===== src/logic/cbc_consts.svh =====
`ifndef CBC_CONSTS_SVH
`define CBC_CONSTS_SVH

// Register byte offsets
`define CBC_OFF_CTRL 8'h00
`define CBC_OFF_BP_EN 8'h04
`define CBC_OFF_DAR0 8'h08
`define CBC_OFF_DAR1 8'h0C
`define CBC_OFF_DAR2 8'h10
`define CBC_OFF_DAR3 8'h14
`define CBC_OFF_STATUS 8'h18
`define CBC_OFF_MC_ADDR 8'h1C
`define CBC_OFF_MC_CTRL 8'h20
`define CBC_OFF_IRQ_STAT 8'h24
`define CBC_OFF_IRQ_MASK 8'h28

// Control register fields
`define CBC_CTRL_MCE 0
`define CBC_CTRL_SEL_LO 1
`define CBC_CTRL_SEL_HI 2
`define CBC_CTRL_RESET 3'h0

// Interrupt status fields
`define CBC_IRQ_DONE 0
`define CBC_IRQ_BACKOFF 1
`define CBC_IRQ_BUS_CHECK_IN_N 2
`define CBC_IRQ_BREAK 3
`define CBC_IRQ_W 4

// Bus clock phase counts
`define CBC_PH_TWO_THIRDS 2'h2
`define CBC_PH_ONE_HALF 2'h1

// Strap capture delay after reset release
`define CBC_STRAP_WAIT 2'h3

// Last beat index of a burst
`define CBC_LAST_BEAT 2'h3

`endif


===== src/logic/cbc_pkg.sv =====
package cbc_pkg;

    typedef enum logic [1:0] {
        CBC_IDLE = 2'b00,
        CBC_T1 = 2'b01,
        CBC_T2 = 2'b10,
        CBC_HOLD = 2'b11
    } cbc_state_e;

    typedef struct packed {
        logic valid;
        logic write;
        logic cacheable;
        logic [31:0] addr;
    } cbc_req_s;

    typedef struct packed {
        logic ads;
        logic write;
        logic cacheable_n;
        logic [31:0] addr;
    } cbc_bus_s;

endpackage : cbc_pkg


===== src/logic/cbc_top.sv =====
// Implementation choices: the register addresses and the address-and-strobe port.
`timescale 1ns/1ns
`default_nettype none
`include "cbc_consts.svh"

module cbc_top
    import cbc_pkg::*;
(
    input wire logic clk_i,
    input wire logic rstn_i,
    input wire logic [7:0] reg_addr_i,
    input wire logic [31:0] reg_wdata_i,
    input wire logic reg_we_i,
    input wire logic reg_re_i,
    output logic [31:0] reg_rdata_o,
    input wire cbc_req_s req_i,
    output logic req_done_o,
    output logic cache_fill_o,
    input wire logic bus_ratio_strap_i,
    input wire logic backoff_in_n_i,
    input wire logic burst_ready_in_n_i,
    input wire logic bus_check_in_n_i,
    input wire logic cache_enable_in_n_i,
    output cbc_bus_s bus_o,
    output logic bus_float_o,
    output logic bus_request_out_o,
    output logic bus_en_o,
    output logic [1:0] breakpoint_match_out_o,
    output logic [1:0] perfmon_or_breakpoint_out_o,
    output logic machine_check_o,
    output logic irq_o
);

    function automatic logic reg_hit(input logic [7:0] a, input logic [7:0] off);
        reg_hit = (a == off);
    endfunction : reg_hit

    function automatic logic line_match(input logic [31:0] a, input logic [31:0] b);
        line_match = (a[31:3] == b[31:3]);
    endfunction : line_match

    ////////////////////////////////////////////////////////////////////////
    // Pin synchronisers
    logic [4:0] pin_s1_q;
    logic [4:0] pin_s2_q;

    always_ff @(posedge clk_i or negedge rstn_i)
    begin
        if (!rstn_i)
        begin
            pin_s1_q <= 5'h1F;
            pin_s2_q <= 5'h1F;
        end
        else
        begin
            pin_s1_q <= {bus_ratio_strap_i, backoff_in_n_i, burst_ready_in_n_i,
                         bus_check_in_n_i, cache_enable_in_n_i};
            pin_s2_q <= pin_s1_q;
        end
    end

    logic strap_s;
    logic backoff;
    logic burst_ready_in_n;
    logic bus_check_in_n;
    logic ken;
    assign strap_s = pin_s2_q[4];
    assign backoff = !pin_s2_q[3];
    assign burst_ready_in_n = !pin_s2_q[2];
    assign bus_check_in_n = !pin_s2_q[1];
    assign ken = !pin_s2_q[0];

    ////////////////////////////////////////////////////////////////////////
    // Ratio strap capture
    logic [1:0] strap_wait_q;
    logic strap_done_q;
    logic ratio_two_thirds_q;

    always_ff @(posedge clk_i or negedge rstn_i)
    begin
        if (!rstn_i)
        begin
            strap_wait_q <= 2'h0;
            strap_done_q <= 1'b0;
            ratio_two_thirds_q <= 1'b1;
        end
        else if (!strap_done_q)
        begin
            strap_wait_q <= strap_wait_q + 2'h1;
            if (strap_wait_q == `CBC_STRAP_WAIT)
            begin
                strap_done_q <= 1'b1;
                ratio_two_thirds_q <= strap_s;
            end
        end
    end

    ////////////////////////////////////////////////////////////////////////
    // Bus clock enable divider
    logic [1:0] phase_q;
    logic [1:0] phase_last;
    logic bus_en_q;
    assign phase_last = ratio_two_thirds_q ? `CBC_PH_TWO_THIRDS : `CBC_PH_ONE_HALF;

    always_ff @(posedge clk_i or negedge rstn_i)
    begin
        if (!rstn_i)
        begin
            phase_q <= 2'h0;
            bus_en_q <= 1'b0;
        end
        else if (strap_done_q)
        begin
            phase_q <= (phase_q == phase_last) ? 2'h0 : phase_q + 2'h1;
            bus_en_q <= (phase_q != phase_last);
        end
    end

    assign bus_en_o = bus_en_q;

    ////////////////////////////////////////////////////////////////////////
    // Registers
    logic [2:0] ctrl_q;
    logic [3:0] bp_en_q;
    logic [31:0] dar_q [0:3];
    logic [31:0] mc_addr_q;
    logic [1:0] mc_ctrl_q;
    logic [`CBC_IRQ_W-1:0] irq_stat_q;
    logic [`CBC_IRQ_W-1:0] irq_mask_q;
    cbc_state_e state_q;

    always_ff @(posedge clk_i or negedge rstn_i)
    begin
        if (!rstn_i)
        begin
            ctrl_q <= `CBC_CTRL_RESET;
            bp_en_q <= 4'h0;
            irq_mask_q <= 4'h0;
            for (int i = 0; i < 4; i++)
            begin
                dar_q[i] <= 32'h0;
            end
        end
        else if (reg_we_i)
        begin
            if (reg_hit(reg_addr_i, `CBC_OFF_CTRL))
                ctrl_q <= reg_wdata_i[2:0];
            else if (reg_hit(reg_addr_i, `CBC_OFF_BP_EN))
                bp_en_q <= reg_wdata_i[3:0];
            else if (reg_hit(reg_addr_i, `CBC_OFF_DAR0))
                dar_q[0] <= reg_wdata_i;
            else if (reg_hit(reg_addr_i, `CBC_OFF_DAR1))
                dar_q[1] <= reg_wdata_i;
            else if (reg_hit(reg_addr_i, `CBC_OFF_DAR2))
                dar_q[2] <= reg_wdata_i;
            else if (reg_hit(reg_addr_i, `CBC_OFF_DAR3))
                dar_q[3] <= reg_wdata_i;
            else if (reg_hit(reg_addr_i, `CBC_OFF_IRQ_MASK))
                irq_mask_q <= reg_wdata_i[3:0];
        end
    end

    // Read data one cycle later
    always_ff @(posedge clk_i or negedge rstn_i)
    begin
        if (!rstn_i)
            reg_rdata_o <= 32'h0;
        else if (!reg_re_i)
            reg_rdata_o <= 32'h0;
        else if (reg_hit(reg_addr_i, `CBC_OFF_CTRL))
            reg_rdata_o <= {29'h0, ctrl_q};
        else if (reg_hit(reg_addr_i, `CBC_OFF_BP_EN))
            reg_rdata_o <= {28'h0, bp_en_q};
        else if (reg_hit(reg_addr_i, `CBC_OFF_DAR0))
            reg_rdata_o <= dar_q[0];
        else if (reg_hit(reg_addr_i, `CBC_OFF_DAR1))
            reg_rdata_o <= dar_q[1];
        else if (reg_hit(reg_addr_i, `CBC_OFF_DAR2))
            reg_rdata_o <= dar_q[2];
        else if (reg_hit(reg_addr_i, `CBC_OFF_DAR3))
            reg_rdata_o <= dar_q[3];
        else if (reg_hit(reg_addr_i, `CBC_OFF_STATUS))
            reg_rdata_o <= {28'h0, state_q, strap_done_q, ratio_two_thirds_q};
        else if (reg_hit(reg_addr_i, `CBC_OFF_MC_ADDR))
            reg_rdata_o <= mc_addr_q;
        else if (reg_hit(reg_addr_i, `CBC_OFF_MC_CTRL))
            reg_rdata_o <= {30'h0, mc_ctrl_q};
        else if (reg_hit(reg_addr_i, `CBC_OFF_IRQ_STAT))
            reg_rdata_o <= {28'h0, irq_stat_q};
        else if (reg_hit(reg_addr_i, `CBC_OFF_IRQ_MASK))
            reg_rdata_o <= {28'h0, irq_mask_q};
        else
            reg_rdata_o <= 32'h0;
    end

    ////////////////////////////////////////////////////////////////////////
    // Bus cycle sequencer
    logic [1:0] beat_q;
    logic burst_q;
    logic first_q;
    logic ev_done;
    logic ev_backoff;
    logic ev_bus_check_in_n;
    logic burst_now;
    logic last_beat;

    // Burst length from cacheability and cache enable
    assign burst_now = first_q ? (!bus_o.cacheable_n && (bus_o.write || ken)) : burst_q;
    assign last_beat = !burst_now || (beat_q == `CBC_LAST_BEAT);
    assign ev_backoff = bus_en_q && backoff && (state_q == CBC_T1 || state_q == CBC_T2);
    assign ev_done = bus_en_q && (state_q == CBC_T2) && !backoff && burst_ready_in_n && last_beat;
    assign ev_bus_check_in_n = bus_en_q && (state_q == CBC_T2) && !backoff && bus_check_in_n;

    always_ff @(posedge clk_i or negedge rstn_i)
    begin
        if (!rstn_i)
        begin
            state_q <= CBC_IDLE;
            bus_o <= '{ads: 1'b0, write: 1'b0, cacheable_n: 1'b1, addr: 32'h0};
            bus_float_o <= 1'b0;
            beat_q <= 2'h0;
            burst_q <= 1'b0;
            first_q <= 1'b0;
        end
        else if (bus_en_q)
        begin
            bus_o.ads <= 1'b0;
            case (state_q)
                CBC_IDLE:
                begin
                    bus_float_o <= backoff;
                    if (req_i.valid && !req_done_o && !backoff)
                    begin
                        state_q <= CBC_T1;
                        bus_o <= '{ads: 1'b1, write: req_i.write,
                                   cacheable_n: !req_i.cacheable,
                                   addr: req_i.addr};
                    end
                end
                CBC_T1, CBC_T2:
                begin
                    if (backoff)
                    begin
                        state_q <= CBC_HOLD;
                        bus_float_o <= 1'b1;
                        beat_q <= 2'h0;
                    end
                    else if (state_q == CBC_T1)
                    begin
                        state_q <= CBC_T2;
                        first_q <= 1'b1;
                    end
                    else if (burst_ready_in_n)
                    begin
                        first_q <= 1'b0;
                        burst_q <= burst_now;
                        beat_q <= beat_q + 2'h1;
                        if (last_beat)
                        begin
                            state_q <= CBC_IDLE;
                            beat_q <= 2'h0;
                        end
                    end
                end
                CBC_HOLD:
                begin
                    if (!backoff)
                    begin
                        state_q <= CBC_T1;
                        bus_o.ads <= 1'b1;
                        bus_float_o <= 1'b0;
                    end
                end
                default:
                    state_q <= CBC_IDLE;
            endcase
        end
    end

    ////////////////////////////////////////////////////////////////////////
    // Request side outputs
    always_ff @(posedge clk_i or negedge rstn_i)
    begin
        if (!rstn_i)
        begin
            req_done_o <= 1'b0;
            cache_fill_o <= 1'b0;
            bus_request_out_o <= 1'b0;
        end
        else
        begin
            req_done_o <= ev_done;
            // Fill only when cacheable and cache enabled
            cache_fill_o <= ev_done && !bus_o.write && burst_now;
            bus_request_out_o <= req_i.valid && !req_done_o && !ev_done;
        end
    end

    ////////////////////////////////////////////////////////////////////////
    // Machine check capture
    always_ff @(posedge clk_i or negedge rstn_i)
    begin
        if (!rstn_i)
        begin
            mc_addr_q <= 32'h0;
            mc_ctrl_q <= 2'h0;
            machine_check_o <= 1'b0;
        end
        else
        begin
            machine_check_o <= ev_bus_check_in_n && ctrl_q[`CBC_CTRL_MCE];
            if (ev_bus_check_in_n)
            begin
                mc_addr_q <= bus_o.addr;
                mc_ctrl_q <= {bus_o.write, !bus_o.cacheable_n};
            end
        end
    end

    ////////////////////////////////////////////////////////////////////////
    // Breakpoint and monitor pins
    logic [3:0] bp_hit;
    logic ev_break;
    always_comb
    begin
        for (int i = 0; i < 4; i++)
        begin
            bp_hit[i] = bp_en_q[i] && line_match(dar_q[i], bus_o.addr);
        end
    end
    assign ev_break = bus_o.ads && (bp_hit != 4'h0);

    always_ff @(posedge clk_i or negedge rstn_i)
    begin
        if (!rstn_i)
        begin
            breakpoint_match_out_o <= 2'h0;
            perfmon_or_breakpoint_out_o <= 2'h0;
        end
        else
        begin
            breakpoint_match_out_o <= bus_o.ads ? bp_hit[3:2] : 2'h0;
            perfmon_or_breakpoint_out_o[1] <= ctrl_q[`CBC_CTRL_SEL_HI] ?
                (bus_o.ads && bp_hit[1]) : ev_backoff;
            perfmon_or_breakpoint_out_o[0] <= ctrl_q[`CBC_CTRL_SEL_LO] ?
                (bus_o.ads && bp_hit[0]) : ev_done;
        end
    end

    ////////////////////////////////////////////////////////////////////////
    // Interrupt status, cleared by read, set wins
    logic [`CBC_IRQ_W-1:0] irq_set;
    logic irq_clr;
    assign irq_set = {ev_break, ev_bus_check_in_n, ev_backoff, ev_done};
    assign irq_clr = reg_re_i && reg_hit(reg_addr_i, `CBC_OFF_IRQ_STAT);

    always_ff @(posedge clk_i or negedge rstn_i)
    begin
        if (!rstn_i)
        begin
            irq_stat_q <= 4'h0;
            irq_o <= 1'b0;
        end
        else
        begin
            irq_stat_q <= (irq_clr ? 4'h0 : irq_stat_q) | irq_set;
            irq_o <= (((irq_clr ? 4'h0 : irq_stat_q) | irq_set) & irq_mask_q) != 4'h0;
        end
    end

endmodule : cbc_top
`default_nettype wire


===== config.mk =====
export PLATFORM = sky130hd
export DESIGN_NAME = cbc_top
export DESIGN_NICKNAME = d
export VERILOG_FILES = /design/src/logic/cbc_pkg.sv /design/src/logic/cbc_top.sv
export VERILOG_INCLUDE_DIRS = /design/src /design/src/logic
export SDC_FILE = /design/constraint.sdc
export NUM_CORES = 1
export LEC_CHECK = 0
export ABC_AREA = 1
export BUFFER_PORTS_ARGS = -buffer_cell sky130_fd_sc_hd__buf_4
export CORE_AREA = 2 2 137 192
export CTS_BUF_LIST = sky130_fd_sc_hd__clkbuf_16
export DETAILED_ROUTE_END_ITERATION = 10
export DIE_AREA = 0 0 139 194
export GPL_ROUTABILITY_DRIVEN = 0
export PLACE_DENSITY_LB_ADDON = 0.2
export REMOVE_ABC_BUFFERS = 1
export SYNTH_ARGS = -nofsm -noshare
export SYNTH_HDL_FRONTEND = slang
export SYNTH_SLANG_ARGS = --single-unit

===== constraint.sdc =====
create_clock -name clk_i -period 1.6 [get_ports clk_i]
set_input_delay 0.08 -clock clk_i [delete_from_list [all_inputs] [get_ports clk_i]]
set_output_delay 0.08 -clock clk_i [all_outputs]
set_load 0.01 [all_outputs]

[Word level (Yosys, flattened, before mapping)]
Index checks and enable logic that the tools add are counted.
Cells by class
  reduce and logical (&&, ||, !) cells: 54
  mux-type cells: 40
  add/subtract/negate cells: 3
  bitwise logic cells: 11
  eq/ne operators: 29
Operators with widths (count)
  $mux W32: 9
  $eq A29 B29 Y1: 4
  $mux W35: 1
  $eq A8 B5 Y1 const B: 4
  $mux W2: 13
  $eq A8 B6 Y1 const B: 3
  $logic_and A1 B1 Y1: 22
  $eq A8 B4 Y1 const B: 2
  $mux W4: 4
  $reduce_and A5 Y1: 3
  $reduce_and A4 Y1: 3
  $logic_not A1 Y1: 10
  $mux W1: 10
  $ne A2 B2 Y1 const B: 5
  $not A1 Y1: 9
  $reduce_and A3 Y1: 3
  $eq A2 B2 Y1 const B: 4
  $eq A8 B3 Y1 const B: 1
  $logic_not A8 Y1: 1
  $ne A4 B4 Y1 const B: 2
  $reduce_and A8 Y1: 1
  $reduce_bool A4 Y1: 2
  $reduce_and A7 Y1: 1
  $add A2 B1 Y2 const B: 3
  14 further kinds: 17
Word-level totals
  input bits: 84
  output and inout bits: 78
  register bits: 277
  word-level logic and storage cells: 171

[Depth between registers and ports, before layout]
  depth in word-level cells: 13
  gate-level depth with buffers: 14
  depth with buffers taken out: 14

[Worst setup path after synthesis]
Ideal clock, no wire load.
  path kind: reg2reg
  start point: register pin_s2_q[3]
  end point: register mc_addr_q[26]
  cell stages (with the launch flop): 9
  setup slack: -0.134 ns
  arrival: 1.604 ns
  cell sequence: dfstp_2 -> buf_2 -> nand3_1 -> or2_2 -> clkbuf_1 -> buf_2 -> clkbuf_1 -> nand2_1 -> o21ai_0
On the way
  cells in the longest elaborated chain, start to end: 2
Ends and longest elaborated chain
  start: declaration: line cbc_top.sv:45  | logic [4:0] pin_s2_q;
  start signal: assignment: line cbc_top.sv:58  | pin_s2_q <= pin_s1_q;
  $logic_and A1 B1 Y1 (2 in a row): line cbc_top.sv:212  | assign ev_bus_check_in_n = bus_en_q && (state_q == CBC_T2) && !backoff && bus_check_in_n;
  end signal: assignment: line cbc_top.sv:314  | mc_addr_q <= bus_o.addr;
  end: declaration: line cbc_top.sv:126  | logic [31:0] mc_addr_q;
No other way between the ends.
A chain may end at the register's enable or synchronous reset.

[Final worst setup path]
  start point: register bus_o[31] in the netlist's numbering
  end point: register irq_o
On the way
  cells in the longest elaborated chain, start to end: 7
  elaborated cells between the ends (all ways): 13
Ends and longest elaborated chain
  start: declaration: line cbc_top.sv:24  | output cbc_bus_s bus_o,
  start signal: assignment: line cbc_top.sv:219  | bus_o <= '{ads: 1'b0, write: 1'b0, cacheable_n: 1'b1, addr: 32'h0};
  start signal: assignment: line cbc_top.sv:235  | bus_o <= '{ads: 1'b1, write: req_i.write,
  $eq A29 B29 Y1: line cbc_top.sv:39  | line_match = (a[31:3] == b[31:3]);
  $logic_and A1 B1 Y1: line cbc_top.sv:328  | bp_hit[i] = bp_en_q[i] && line_match(dar_q[i], bus_o.addr);
  $reduce_bool A4 Y1 (*): line cbc_top.sv:331  | assign ev_break = bus_o.ads && (bp_hit != 4'h0);
  $logic_and A1 B1 Y1 (*): line cbc_top.sv:331
  $or A4 B4 Y4 (*): line cbc_top.sv:367  | irq_o <= (((irq_clr ? 4'h0 : irq_stat_q) | irq_set) & irq_mask_q) != 4'h0;
  $and A4 B4 Y4 (*): line cbc_top.sv:367
  $reduce_bool A4 Y1 (*): line cbc_top.sv:367
  end signal: assignment: line cbc_top.sv:362  | irq_o <= 1'b0;
  end signal: assignment: line cbc_top.sv:367
  end: declaration: line cbc_top.sv:31  | output logic irq_o
Every way passes the cells marked *; elsewhere a longest branch is shown, timed or not.

==> metrics.yaml <==
status:
  status: "complete, but fails checks"
  failed_checks: "negative setup slack"
critical_path:
  crit_required_ns: 2.08
  cp-start-kind: "flip-flop"
  crit_chain: "buf_6, xor2_2, nor2_2, nand2_2, nor2_4, nand2_2, nor2_2, nor2_1, nand2_1, nand2_1, nand2_1, nand2_1, nand2_1"
  cp_slowest_stage_delay_ns: 0.42
  crit_top_cell: "nand2_1"
  slowest_stage: "dfrtp_1"
  worstPathMaxFanout: 3
  worstPathArrival_ns: 2.24
  path_class: "flip-flop to flip-flop"
  critPathCaptureType: "flip-flop"
layout:
  fin_util_pct: 75.88
  fill_cells: 1781
  drive_gt1_share_pct: 28.57
  antenna_cells: 0
  finalNonFillerCells: 2482
  mostFrequentLayoutCells: "nand2_1, buf_4, dfrtp_1, o21ai_0, inv_1"
  syn_to_final_growth_pct: 45.38
  nNetsFinal: 2232
  layout_commonest_cell: "nand2_1"
run:
  maxCapViolations: 0
sta:
  skew_ns: 0.01102
  hold_viol: 0
  rsz0062_at_grt: "yes"
  maxSlewViolCount: 0
  layout_setup_ws_ns: -0.1635
  max_slew_margin_pct: 71.47
  fmax_mhz: 567.1
  worst_slew_pin_slew_ns: 0.4235
  fin_crit_sh_pct: 110.2
  period_needed_ns: 1.764
  setup_viol: 59
  fin_hold_ws_ns: 0.01549
placed_design:
  dp.cells: 2322
  dp_hpwl_um: 32630
  io_buffers: 161
route:
  dr.pass1.iters: 8
  drc: 0
  drt_iter0_markers: 1634
  post_drt_wl_per_cell_um: 20.85
  vias: 14210
  viasPerCell: 5.725
  drt-total-wl_um: 51750
  drtAntennaViolNets: 0
power:
  pwr-share-comb_pct: 36.3
  irDropWorstVdd_mv: 1.282
  power.total_uw: 25580
  power_frac_clock_pct: 27.7
  switching_share_pct: 35.00
  p_sw_uw: 8954
  internal_power_uw: 16630
  powerDensity_mw_per_mm2: 1337
  seq_power_share_pct: 36.0
  p_leak_uw: 0.009270
global_route:
  grt_max_degree: 65
  gr-total-overflow: 0
  grt_pass1_wl_um: 73040
  grtUsageTotal_pct: 34.43
  grt_pass1_vias: 13670
  antenna_found_initial: 0
floorplan:
  num_rows: 69
  die_h_um: 194
  pin_count: 162
  dieArea_mm2: 0.02697
  core_mm2: 0.02521
  die_w_um: 139
  initial_core_util_pct: 52.19
clock_network:
  clock_path_buffers: 3
  cts_sinks: 277
  root_buffer: "clkbuf_16"
  clkTransAtPathRegs_ns: 0.07
  cts_tree: "yes"
  cts_made_buffers: 28
  clock_latency_ns: 0.55
  cts-htree-levels: 1
yosys:
  ys_ff_latch: 277
  syn_area_per_cell_um2: 7.722
  synth_top_area_share_pct: 50.40
  synth.largest_area_cell: "dfrtp_1"
  synth_warnings: 0
  synth_area_mm2: 0.01316
  ys_top_cells_by_area: "dfrtp_1, nand2_1, o21ai_0, inv_1, nor2_1"
  syn_inst: 1704
  yosysUniqueCellTypes: 29
  synth_seq_area_share_pct: 52.80
worst_hold_path:
  min_path_type: "input pin to async pin"
through the flow:
stage | setup WS (ns) | instance area, µm² | TNS (ns)
global placement | -0.2249 | 16320 | -2.883
finish | -0.1635 | 19130 | -3.502
floorplan | -1.088 | 12900 | -136.74
CTS | -0.1328 | 18150 | -0.1578
global route | -0.2782 | 19130 | -5.262
detailed placement | -0.2469 | 16320 | -6.517
cell usage after synthesis, drive strengths merged:
cell type / instances
nand3: 50
nor3: 4
ha: 7
clkbuf: 37
dfrtp: 265
buf: 24
o211ai: 28
nand4: 2
nor4: 1
a221oi: 3
o22ai: 1
a21oi: 55
inv: 189
nand2: 584
xnor2: 2
o41ai: 1
or2: 6
a31oi: 27
a211oi: 1
nor2: 139
dfstp: 12
o221ai: 3
xor2: 4
o21ai: 259
final cells by class:
cell class | instances | area, µm² | area share (%)
Timing Repair Buffer | 467 | 4242 | 22.17
Clock inverter | 23 | 256.5 | 1.341
Tap cell | 319 | 399.1 | 2.087
Multi-Input combinational cell | 1178 | 5843 | 30.55
Sequential cell | 277 | 6953 | 36.35
Clock buffer | 29 | 725.7 | 3.794
Inverter | 189 | 709.4 | 3.709
path summary, 6_finish.rpt:
check                      slack, ns     endpoint  cells past startpoint              start
max                            -0.16        irq_o                     13          bus_o[31]
max in group asynchronous       0.82    dar_q[22]                      3             rstn_i
max reg2reg                    -0.16        irq_o                     13          bus_o[31]
min in group clk_i              0.19  pin_s1_q[4]                      2  bus_ratio_strap_i
min reg2reg                     0.36  pin_s2_q[0]                      0        pin_s1_q[0]
min                             0.02     bus_o[9]                      2             rstn_i
state kept, by name, indices dropped and copies added (netlist names), 3 cells and up:
signal and flops:
dar_q 128, bus_o 35, pin_s1_q 5, mc_addr_q 32
ctrl_q 3, reg_rdata_o 32, irq_stat_q 4, bp_en_q 4
pin_s2_q 5, irq_mask_q 4
power by group through the flow:
stage	combinational, µW	clock, µW	sequential [µW]
2_1_floorplan	2810	0	9280
3_3_place_gp	7120	0	9070
3_5_place_dp	7270	0	9130
4_1_cts	7580	7090	9020
5_1_grt	9870	7380	9320
6_report	9280	7090	9220
repair_timing:
action | 4_1_cts | 5_1_grt
setup buffers | 1 | 19
hold buffers | 75 | 0
cloned | 1 | 12
pin swaps | 6 | 50
endpoints found under the setup margin | 36 | 48
hold endpoints to repair | 463 | 0
gates resized for setup | 30 | 215
logic make-up (layout without fill, tap and decap cells):
kind of cell / after synthesis / in the layout / synth area share, %
xor+xnor: 6 / 6 / 0.3994
simple gates: 786 / 787 / 23.39
buf+inv: 250 / 708 / 7.351
compound gates: 378 / 378 / 15.40
flops: 277 / 277 / 52.80
fa+ha+maj: 7 / 7 / 0.6656
metal layers:
metal  up-vias  share of wire, %  global-route usage [%]
li1       6316                 -                       -
met3       274               9.8                   5.557
met5         -                 0                       0
met2       937                48                   57.96
met4         0               8.3                   21.47
met1      6682                34                   41.27
worst max-delay path, delay by kind of cell, from the launching register on:
family	cells	cell delay (ns)
AND/OR/NAND/NOR	11	0.95
buffers and inverters	1	0.15
XOR/XNOR	1	0.18
flip-flops	1	0.42
Note: power is estimated with default switching activity, not from simulation.
